<file path="config.mk">
export PLATFORM = sky130hd
export DESIGN_NAME = output_driver_phase_config
export DESIGN_NICKNAME = d
export VERILOG_FILES = /design/src/design/out_drv_pkg.sv /design/src/design/output_driver_phase_config.sv
export SDC_FILE = /design/constraint.sdc
export NUM_CORES = 1
export LEC_CHECK = 0
export ABC_AREA = 1
export BUFFER_PORTS_ARGS = -buffer_cell sky130_fd_sc_hd__buf_2
export CORE_MARGIN = 2
export CORE_UTILIZATION = 37
export CTS_BUF_LIST = sky130_fd_sc_hd__clkbuf_4
export CTS_CLUSTER_DIAMETER = 60
export CTS_CLUSTER_SIZE = 25
export DETAILED_ROUTE_END_ITERATION = 10
export PLACE_DENSITY = 0.77
export SETUP_SLACK_MARGIN = 0.02
export SYNTH_ARGS = -nofsm -noshare
export SYNTH_HDL_FRONTEND = slang
export SYNTH_SLANG_ARGS = --single-unit
</file>
<file path="constraint.sdc">
create_clock -name clk_i -period 7.4 [get_ports clk_i]
set_input_delay 1.11 -clock clk_i [delete_from_list [all_inputs] [get_ports clk_i]]
set_output_delay 1.11 -clock clk_i [all_outputs]
set_load 0.02 [all_outputs]
</file>
<file path="src/design/out_drv_pkg.sv">
package out_drv_pkg;
   localparam int          CHAN_COUNT      = 8;
   localparam int          ADR_W           = 8;
   // register indices; the bus byte address is four times the index
   localparam logic [7:0]  IDX_CHAN_SEL    = 8'h05;
   localparam logic [7:0]  IDX_DRIVE_CFG   = 8'h15;
   localparam logic [7:0]  IDX_PHASE_SEL   = 8'h16;
   localparam logic [7:0]  ADR_CHAN_SEL    = 8'h14;
   localparam logic [7:0]  ADR_DRIVE_CFG   = 8'h54;
   localparam logic [7:0]  ADR_PHASE_SEL   = 8'h58;
   // field layout of the drive and phase registers
   localparam int          TERM_LSB        = 4;
   localparam int          TERM_MSB        = 5;
   localparam int          DRIVE2X_BIT     = 0;
   localparam int          PHASE_MSB       = 3;
   // reset values
   localparam logic [7:0]  RST_DRIVE_CFG   = 8'h00;
   localparam logic [7:0]  RST_PHASE_SEL   = 8'h03;
   localparam logic [7:0]  RST_CHAN_SEL    = 8'hFF;
   localparam logic [3:0]  PHASE_MAX       = 4'hA;
   localparam logic [9:0]  PHASE_STEP_DEG  = 10'h03C;
   localparam logic [31:0] RD_ZERO         = 32'h0000_0000;

   typedef enum logic [1:0] {
      TERM_NONE  = 2'h0,
      TERM_200   = 2'h1,
      TERM_100   = 2'h2
   } term_type;

   // settings handed to the output stage
   typedef struct packed {
      term_type                term;
      logic [CHAN_COUNT-1:0]   drive_double;
      logic [3:0]              phase_code;
      logic [9:0]              phase_deg;
   } drive_out_type;
endpackage : out_drv_pkg

</file>
<file path="src/design/output_driver_phase_config.sv">
// Operation
// - the clock phase field takes codes 0000 through 1010 and picks the divider phase for the output clock.
// - each code step delays the output clock a further 60 degrees after the data edge, up to 600.
// - after reset the phase register holds 0x03, i.e. 180 degrees.
// - changing the phase moves only the emitted output clock, never the internal data latching.
// - drive register bits 5..4 are shared by all channels while bit 0 is kept per addressed channel.
// - the two-bit termination field gives none for 00, 200 ohm for 01 and 100 ohm for 10 and 11.
// - drive bit 0 at 1 doubles data_clock_out and frame_clock_out drive, at 0 normal drive.
`timescale 1ns/1ps
`default_nettype none
module output_driver_phase_config (
   input  wire logic                                 clk_i,
   input  wire logic                                 rst_i,
   input  wire logic                                 cyc_i,
   input  wire logic                                 stb_i,
   input  wire logic                                 we_i,
   input  wire logic [out_drv_pkg::ADR_W-1:0]        adr_i,
   input  wire logic [3:0]                           sel_i,
   input  wire logic [31:0]                          dat_i,
   output logic [31:0]                               dat_o,
   output logic                                      ack_o,
   output out_drv_pkg::drive_out_type                drive_o
);
   localparam int NCH = out_drv_pkg::CHAN_COUNT;

   logic [1:0]     term_field;
   logic [NCH-1:0] drive_double;
   logic [NCH-1:0] chan_sel;
   logic [3:0]     phase_code;
   logic           req;
   logic           wr_lane0;
   logic           drive_bit_rd;

   // single-cycle answer: one ack per request, dropped the cycle after
   assign req      = cyc_i && stb_i && !ack_o;
   assign wr_lane0 = req && we_i && sel_i[0];

   always_ff @(posedge clk_i) begin
      if (rst_i) begin
         ack_o <= 1'b0;
      end else begin
         ack_o <= req;
      end
   end

   // channel address mask: which channels a write of the local bit reaches
   always_ff @(posedge clk_i) begin
      if (rst_i) begin
         chan_sel <= out_drv_pkg::RST_CHAN_SEL;
      end else if (wr_lane0 && adr_i == out_drv_pkg::ADR_CHAN_SEL) begin
         chan_sel <= dat_i[NCH-1:0];
      end
   end

   // shared termination field; other upper bits are not stored
   always_ff @(posedge clk_i) begin
      if (rst_i) begin
         term_field <= out_drv_pkg::RST_DRIVE_CFG[out_drv_pkg::TERM_MSB:out_drv_pkg::TERM_LSB];
      end else if (wr_lane0 && adr_i == out_drv_pkg::ADR_DRIVE_CFG) begin
         term_field <= dat_i[out_drv_pkg::TERM_MSB:out_drv_pkg::TERM_LSB];
      end
   end

   // local double-drive bit, one per channel, written only where addressed
   always_ff @(posedge clk_i) begin
      if (rst_i) begin
         drive_double <= '0;
      end else if (wr_lane0 && adr_i == out_drv_pkg::ADR_DRIVE_CFG) begin
         for (int i = 0; i < NCH; i++) begin
            if (chan_sel[i]) begin
               drive_double[i] <= dat_i[out_drv_pkg::DRIVE2X_BIT];
            end
         end
      end
   end

   // phase code; out-of-range codes are dropped so the divider never
   // sees a phase it does not have
   always_ff @(posedge clk_i) begin
      if (rst_i) begin
         phase_code <= out_drv_pkg::RST_PHASE_SEL[3:0];
      end else if (wr_lane0 && adr_i == out_drv_pkg::ADR_PHASE_SEL
                   && dat_i[3:0] <= out_drv_pkg::PHASE_MAX) begin
         phase_code <= dat_i[out_drv_pkg::PHASE_MSB:0];
      end
   end

   // readback of the local bit comes from the lowest addressed channel
   always_comb begin
      drive_bit_rd = 1'b0;
      for (int i = NCH - 1; i >= 0; i--) begin
         if (chan_sel[i]) begin
            drive_bit_rd = drive_double[i];
         end
      end
   end

   // read data; unmapped addresses answer with zero
   always_ff @(posedge clk_i) begin
      if (rst_i) begin
         dat_o <= out_drv_pkg::RD_ZERO;
      end else if (req && !we_i) begin
         if (adr_i == out_drv_pkg::ADR_DRIVE_CFG) begin
            dat_o <= {26'h0, term_field, 3'h0, drive_bit_rd};
         end else if (adr_i == out_drv_pkg::ADR_PHASE_SEL) begin
            dat_o <= {28'h0, phase_code};
         end else if (adr_i == out_drv_pkg::ADR_CHAN_SEL) begin
            dat_o <= {24'h0, chan_sel};
         end else begin
            dat_o <= out_drv_pkg::RD_ZERO;
         end
      end
   end

   // settings to the output stage; the phase only steers the clock
   // serializer, the data latch timing has no input from here
   always_ff @(posedge clk_i) begin
      if (rst_i) begin
         drive_o.term         <= out_drv_pkg::TERM_NONE;
         drive_o.drive_double <= '0;
         drive_o.phase_code   <= out_drv_pkg::RST_PHASE_SEL[3:0];
         drive_o.phase_deg    <= 10'(out_drv_pkg::RST_PHASE_SEL[3:0]
                                     * out_drv_pkg::PHASE_STEP_DEG);
      end else begin
         case (term_field)
            2'h0:    drive_o.term <= out_drv_pkg::TERM_NONE;
            2'h1:    drive_o.term <= out_drv_pkg::TERM_200;
            default: drive_o.term <= out_drv_pkg::TERM_100;
         endcase
         drive_o.drive_double <= drive_double;
         drive_o.phase_code   <= phase_code;
         drive_o.phase_deg    <= 10'(phase_code * out_drv_pkg::PHASE_STEP_DEG);
      end
   end

   // checks
   a_ack_single_pulse: assert property (@(posedge clk_i) disable iff (rst_i)
      ack_o |=> !ack_o) else $error("ack held two cycles");
   a_ack_follows_req: assert property (@(posedge clk_i) disable iff (rst_i)
      (cyc_i && stb_i && !ack_o) |=> ack_o) else $error("request not answered");
   a_phase_in_range: assert property (@(posedge clk_i) disable iff (rst_i)
      drive_o.phase_code <= out_drv_pkg::PHASE_MAX) else $error("phase code out of range");
   a_phase_degree_map: assert property (@(posedge clk_i) disable iff (rst_i)
      ##1 drive_o.phase_deg == 10'($past(phase_code) * out_drv_pkg::PHASE_STEP_DEG))
      else $error("phase degrees wrong");
   a_phase_reset_val: assert property (@(posedge clk_i)
      $past(rst_i) |-> phase_code == 4'h3 && drive_o.phase_deg == 10'd180)
      else $error("phase reset value wrong");
   a_phase_bad_ignored: assert property (@(posedge clk_i) disable iff (rst_i)
      (wr_lane0 && adr_i == out_drv_pkg::ADR_PHASE_SEL && dat_i[3:0] > 4'hA)
      |=> $stable(phase_code)) else $error("bad phase code accepted");
   a_phase_write_lands: assert property (@(posedge clk_i) disable iff (rst_i)
      (wr_lane0 && adr_i == out_drv_pkg::ADR_PHASE_SEL && dat_i[3:0] <= 4'hA)
      |=> ##1 drive_o.phase_code == $past(dat_i[3:0], 2)) else $error("phase not applied");
   a_term_decode: assert property (@(posedge clk_i) disable iff (rst_i)
      ##1 (drive_o.term == out_drv_pkg::TERM_100) == $past(term_field[1]))
      else $error("termination decode wrong");
   a_local_bit_masked: assert property (@(posedge clk_i) disable iff (rst_i)
      (wr_lane0 && adr_i == out_drv_pkg::ADR_DRIVE_CFG)
      |=> ((drive_double ^ $past(drive_double)) & ~$past(chan_sel)) == '0)
      else $error("unaddressed channel changed");
   a_drive_follows: assert property (@(posedge clk_i) disable iff (rst_i)
      ##1 drive_o.drive_double == $past(drive_double)) else $error("drive not applied");
   a_unused_read_zero: assert property (@(posedge clk_i) disable iff (rst_i)
      (req && !we_i && adr_i == out_drv_pkg::ADR_PHASE_SEL)
      |=> dat_o[31:4] == 28'h0) else $error("unused phase bits not zero");

   // reference copies rebuilt from the bus pins alone, so that the checks
   // below judge the storage against something it does not drive itself
   logic [3:0]     ref_phase;
   logic [1:0]     ref_term;
   logic [NCH-1:0] ref_double;
   logic [NCH-1:0] ref_mask;
   logic           ref_ack;

   // reference handshake: one answer per taken request
   always_ff @(posedge clk_i) begin
      if (rst_i) begin
         ref_ack <= 1'b0;
      end else begin
         ref_ack <= cyc_i && stb_i && !ref_ack;
      end
   end

   // reference phase code; codes above the last divider phase are dropped
   always_ff @(posedge clk_i) begin
      if (rst_i) begin
         ref_phase <= out_drv_pkg::RST_PHASE_SEL[3:0];
      end else if (cyc_i && stb_i && !ref_ack && we_i && sel_i[0]
                   && adr_i == out_drv_pkg::ADR_PHASE_SEL && dat_i[3:0] < 4'hB) begin
         ref_phase <= dat_i[3:0];
      end
   end

   // reference channel mask
   always_ff @(posedge clk_i) begin
      if (rst_i) begin
         ref_mask <= out_drv_pkg::RST_CHAN_SEL;
      end else if (cyc_i && stb_i && !ref_ack && we_i && sel_i[0]
                   && adr_i == out_drv_pkg::ADR_CHAN_SEL) begin
         ref_mask <= dat_i[NCH-1:0];
      end
   end

   // reference termination field, shared by every channel
   always_ff @(posedge clk_i) begin
      if (rst_i) begin
         ref_term <= 2'h0;
      end else if (cyc_i && stb_i && !ref_ack && we_i && sel_i[0]
                   && adr_i == out_drv_pkg::ADR_DRIVE_CFG) begin
         ref_term <= dat_i[5:4];
      end
   end

   // reference double-drive bits, written only in masked channels
   always_ff @(posedge clk_i) begin
      if (rst_i) begin
         ref_double <= '0;
      end else if (cyc_i && stb_i && !ref_ack && we_i && sel_i[0]
                   && adr_i == out_drv_pkg::ADR_DRIVE_CFG) begin
         for (int i = 0; i < NCH; i++) begin
            if (ref_mask[i]) begin
               ref_double[i] <= dat_i[0];
            end
         end
      end
   end

   // handshake against the reference
   a_ack_matches_ref: assert property (@(posedge clk_i) disable iff (rst_i)
      ack_o == ref_ack) else $error("ack differs from reference");
   a_no_ack_idle: assert property (@(posedge clk_i) disable iff (rst_i)
      !(cyc_i && stb_i) |=> !ack_o) else $error("ack without request");

   // stored fields against the reference
   a_phase_ref_match: assert property (@(posedge clk_i) disable iff (rst_i)
      phase_code == ref_phase) else $error("phase code differs from reference");
   a_term_ref_match: assert property (@(posedge clk_i) disable iff (rst_i)
      term_field == ref_term) else $error("termination differs from reference");
   a_double_ref_match: assert property (@(posedge clk_i) disable iff (rst_i)
      drive_double == ref_double) else $error("local bits differ from reference");
   a_mask_ref_match: assert property (@(posedge clk_i) disable iff (rst_i)
      chan_sel == ref_mask) else $error("channel mask differs from reference");

   // output stage settings, one cycle behind the stored fields
   a_term_full_decode: assert property (@(posedge clk_i) disable iff (rst_i)
      ##1 drive_o.term == ($past(ref_term) == 2'h0 ? out_drv_pkg::TERM_NONE :
                           $past(ref_term) == 2'h1 ? out_drv_pkg::TERM_200 :
                           out_drv_pkg::TERM_100))
      else $error("termination decode differs");
   a_deg_step_240: assert property (@(posedge clk_i) disable iff (rst_i)
      ##1 ($past(ref_phase) == 4'h4) |-> drive_o.phase_deg == 10'h0F0)
      else $error("code 4 not 240 degrees");
   a_deg_max_600: assert property (@(posedge clk_i) disable iff (rst_i)
      ##1 ($past(ref_phase) == 4'hA) |-> drive_o.phase_deg == 10'h258)
      else $error("code 10 not 600 degrees");
   a_phase_code_out: assert property (@(posedge clk_i) disable iff (rst_i)
      ##1 drive_o.phase_code == $past(ref_phase)) else $error("phase output stale");
   a_double_out_ref: assert property (@(posedge clk_i) disable iff (rst_i)
      ##1 drive_o.drive_double == $past(ref_double)) else $error("drive output stale");

   // reset leaves every output at its default
   a_reset_outputs: assert property (@(posedge clk_i)
      rst_i |=> !ack_o && dat_o == out_drv_pkg::RD_ZERO
                && drive_o.phase_code == 4'h3 && drive_o.term == out_drv_pkg::TERM_NONE
                && drive_o.drive_double == '0)
      else $error("outputs not at reset defaults");

   // read data contents
   a_read_drive_zero: assert property (@(posedge clk_i) disable iff (rst_i)
      (req && !we_i && adr_i == out_drv_pkg::ADR_DRIVE_CFG)
      |=> dat_o[31:6] == 26'h0 && dat_o[3:1] == 3'h0) else $error("unused drive bits set");
   a_read_drive_term: assert property (@(posedge clk_i) disable iff (rst_i)
      (req && !we_i && adr_i == out_drv_pkg::ADR_DRIVE_CFG)
      |=> dat_o[5:4] == $past(ref_term)) else $error("termination read wrong");
   a_mask_empty_read: assert property (@(posedge clk_i) disable iff (rst_i)
      (req && !we_i && adr_i == out_drv_pkg::ADR_DRIVE_CFG && chan_sel == '0)
      |=> !dat_o[0]) else $error("empty mask reads a local bit");
   a_read_phase_value: assert property (@(posedge clk_i) disable iff (rst_i)
      (req && !we_i && adr_i == out_drv_pkg::ADR_PHASE_SEL)
      |=> dat_o[3:0] == $past(ref_phase)) else $error("phase read wrong");
   a_read_unmapped_zero: assert property (@(posedge clk_i) disable iff (rst_i)
      (req && !we_i && adr_i != out_drv_pkg::ADR_DRIVE_CFG
       && adr_i != out_drv_pkg::ADR_PHASE_SEL && adr_i != out_drv_pkg::ADR_CHAN_SEL)
      |=> dat_o == out_drv_pkg::RD_ZERO) else $error("unmapped read not zero");
   a_dat_holds: assert property (@(posedge clk_i) disable iff (rst_i)
      !(req && !we_i) |=> $stable(dat_o)) else $error("read data moved");

   // writes that must leave state alone
   a_data_path_free: assert property (@(posedge clk_i) disable iff (rst_i)
      (wr_lane0 && adr_i == out_drv_pkg::ADR_PHASE_SEL)
      |=> $stable(drive_double) && $stable(term_field)) else $error("phase write leaked");
   a_lane_off_ignored: assert property (@(posedge clk_i) disable iff (rst_i)
      (req && we_i && !sel_i[0])
      |=> $stable(phase_code) && $stable(term_field) && $stable(drive_double))
      else $error("write without lane 0 landed");

   c_phase_max: cover property (@(posedge clk_i) drive_o.phase_code == 4'hA);
   c_term_200: cover property (@(posedge clk_i) drive_o.term == out_drv_pkg::TERM_200);
   c_one_chan_double: cover property (@(posedge clk_i)
      drive_double != '0 && drive_double != '1);
   c_bad_phase_write: cover property (@(posedge clk_i)
      wr_lane0 && adr_i == out_drv_pkg::ADR_PHASE_SEL && dat_i[3:0] > 4'hA);
   c_empty_mask_read: cover property (@(posedge clk_i)
      req && !we_i && adr_i == out_drv_pkg::ADR_DRIVE_CFG && chan_sel == '0);
endmodule : output_driver_phase_config
`default_nettype wire
</file>
==> impl_metrics.yaml <==
place:
  placed_cells: 415
  place_congestion: 0.768
  hpwl_um: 3680
  io_buffer_count: 52
global_routing:
  grt_busiest_layer: "met2"
  antenna_found_initial: 0
  grt_max_degree: 34
  track_usage: 0.141
  grt.met2_usage: 0.235
  grt_pass1_vias: 1785
  use_met3: 0.0350
  grt_pass1_wl_um: 8200
  met1_usage: 0.170
  grt-ovfl-total: 0
power_and_ir_drop:
  internal-power_mw: 0.393
  power.density_mw_per_mm2: 185
  leakagePower_nw: 1.33
  swShare: 0.232
  power.switching_mw: 0.119
  pwr-share-seq: 0.552
  p_comb_frac: 0.071
  power.ir.vdd_worst_uv: 104
  pwr-share-clk: 0.377
sta:
  hold_violations: 0
  maxSlewViolCount: 0
  finalSetupViolations: 0
  rsz0062_at_grt: "false"
  worstMarginPinSlew_ns: 0.904
  maxSlewHeadroom: 0.397
  fin_crit_ns: 2.76
  clock_skew_ns: 0.0134
  post-route-period-util: 0.373
  tns_ns: 0
  max_freq_mhz: 362
final_layout:
  layout.nets: 410
  post_route_cells_drive_above_1_share: 0.203
  syn_to_final_growth_pct: 12.6
  fin_cells: 422
  final_cell_mix: "dfxtp_1, buf_2, nand2_1, inv_1, a21oi_1"
  diodes: 0
die:
  die_w_um: 85.4
  fp.coreArea_sq_mm: 0.00639
  fp-row-count: 29
  io_pins: 106
  die-area_sq_mm: 0.00730
  start_util: 0.384
  die_y_um: 85.4
routing:
  drtIter0Drc: 115
  routed_wl_um: 4940
  dr.pass1.iters: 4
  viasPerCell: 4.68
  ant_nets: 0
  drc: 0
  vias: 1974
  wl_per_cell_um: 11.7
setup_path:
  required_ns: 7.68
  r2r_slack_ns: 4.64
  cp_top_family: "adder cells"
  critPathBufInv: 2
  cp_cell_sequence: "inv_1 -> fa_1 -> inv_1 -> ha_1 -> ha_1 -> a21oi_1 -> nand2_1 -> a21oi_1 -> o21bai_1 -> o21ai_0 -> a21oi_1"
  endpoint_kind: "register"
  cpMostUsedCell: "a21oi_1"
  critPathLaunchType: "register"
  crit_type: "reg2reg"
  cp_max_fo: 6
  cp.arrival_ns: 3.04
  critPathMaxStageDelay_ns: 0.53
  slowest_stage: "dfxtp_1"
synth:
  synthArstFlopShare: 0
  synth_edf_count: 0
  mappedNetlistArea_sq_mm: 0.00245
  synth_flop_cell: "dfxtp_1"
  synthCells: 296
  ys_seq_area_frac: 0.424
  yosysUniqueCellTypes: 29
  ys_ff_latch: 52
  syn_area_per_cell_sq_um: 8.29
  yosys_warnings: 0
flow_run:
  max_cap_viol_count: 0
clock_network:
  cts_buffer_depth: 2
  cts_max_level: 2
  postCtsSetupBuffers: 0
  cts_hold_buf: 0
  root_buffer: "clkbuf_4"
  insertion_delay_ns: 0.38
  cts.clk_slew.worst_paths_ns: 0.14
  cts_resized: 0
  cts_inserted_buffers: 5
  cts_tree: "done"
  clkSinkCount: 52
status:
  status: "finished clean"
worst_hold_path:
  min_path_type: "reg2reg"
## metal layers
metal,routed length (um),vias to the layer above
li1,-,993
met2,2340,67
met3,312,9
met5,0,-
met1,2180,905
met4,110,0
## area by class of cell
class                           instances  area (sq um)
Fill cell                             634          3620
Sequential cell                        52          1040
Inverter                               43           161
Tap cell                               77          96.3
Clock buffer                            5          37.5
Multi-Input combinational cell        191          1110
Timing Repair Buffer                   52           260
Clock inverter                          2          60.1
## worst register-to-register path, stage by stage (launching register included)
cell and delay, ns:
dfxtp_1 0.53, inv_1 0.17, fa_1 0.52, inv_1 0.04
ha_1 0.29, ha_1 0.34, a21oi_1 0.18, nand2_1 0.10
a21oi_1 0.15, o21bai_1 0.09, o21ai_0 0.18, a21oi_1 0.06
## kinds of logic (layout without fill, tap and decap cells)
| logic type | Yosys count | count (layout) | share of synthesized area |
|---|---|---|---|
| other | 1 | 26 | 0.00153 |
| xor gates and xnor gates | 1 | 1 | 0.00357 |
| adders and majority gates | 16 | 16 | 0.0969 |
| and+or+nand+nor | 80 | 80 | 0.160 |
| DFF | 52 | 52 | 0.424 |
| AOI/OAI and AO/OA | 68 | 68 | 0.151 |
| buffers and inverters | 78 | 102 | 0.163 |
## cell usage after synthesis, types with 2 or more instances
library cell | number | area share
fa_1 | 5 | 0.041
dfxtp_1 | 52 | 0.42
clkbuf_1 | 6 | 0.0092
o22ai_1 | 3 | 0.0076
o211ai_1 | 10 | 0.031
ha_1 | 11 | 0.056
a21oi_1 | 30 | 0.061
nor2_1 | 18 | 0.028
or2_2 | 2 | 0.0051
inv_1 | 41 | 0.063
nor2_4 | 2 | 0.0092
nand3_1 | 7 | 0.014
buf_4 | 28 | 0.086
nand2_1 | 43 | 0.066
o21ai_0 | 24 | 0.049
## path summary, 6_finish.rpt
| check | startpoint | end | depth (start not counted) |
|---|---|---|---|
| max | phase_code[2]$_SDFFE_PP0P_ | drive_o[9]$_SDFF_PP0_ | 11 |
| min | drive_double[3]$_SDFFE_PP0P_ | drive_o[17]$_SDFF_PP0_ | 2 |
| max reg2reg | phase_code[2]$_SDFFE_PP0P_ | drive_o[9]$_SDFF_PP0_ | 11 |
| min reg2reg | drive_double[3]$_SDFFE_PP0P_ | drive_o[17]$_SDFF_PP0_ | 2 |
## metrics by stage
step,hold slack [ns],power (mW),worst slack (ns),instance area (sq um),utilization
final,0.468,0.512,4.64,2760,0.433
after global routing,0.497,0.532,4.44,2760,0.433
after CTS,0.471,0.515,4.65,2760,0.433
after detailed placement,0.449,0.325,4.65,2670,0.418
after global placement,0.443,0.324,4.65,2670,0.418
after floorplan,0.421,0.324,5.01,2550,-
## state kept, by name (all words and copies together) (netlist names)
signal	flops
term_field	2
phase_code	4
drive_double	8
dat_o	8
chan_sel	8
ack_o	1
drive_o	21
## power groups by stage
stage / sequential (mW) / clock (mW) / combinational [mW]
6_report: 0.282 / 0.193 / 0.0363
5_1_grt: 0.283 / 0.209 / 0.0403
4_1_cts: 0.283 / 0.197 / 0.0361
3_5_place_dp: 0.289 / 0 / 0.0360
3_3_place_gp: 0.289 / 0 / 0.0356
2_1_floorplan: 0.290 / 0 / 0.0340
(Power assumes the default switching activity.)
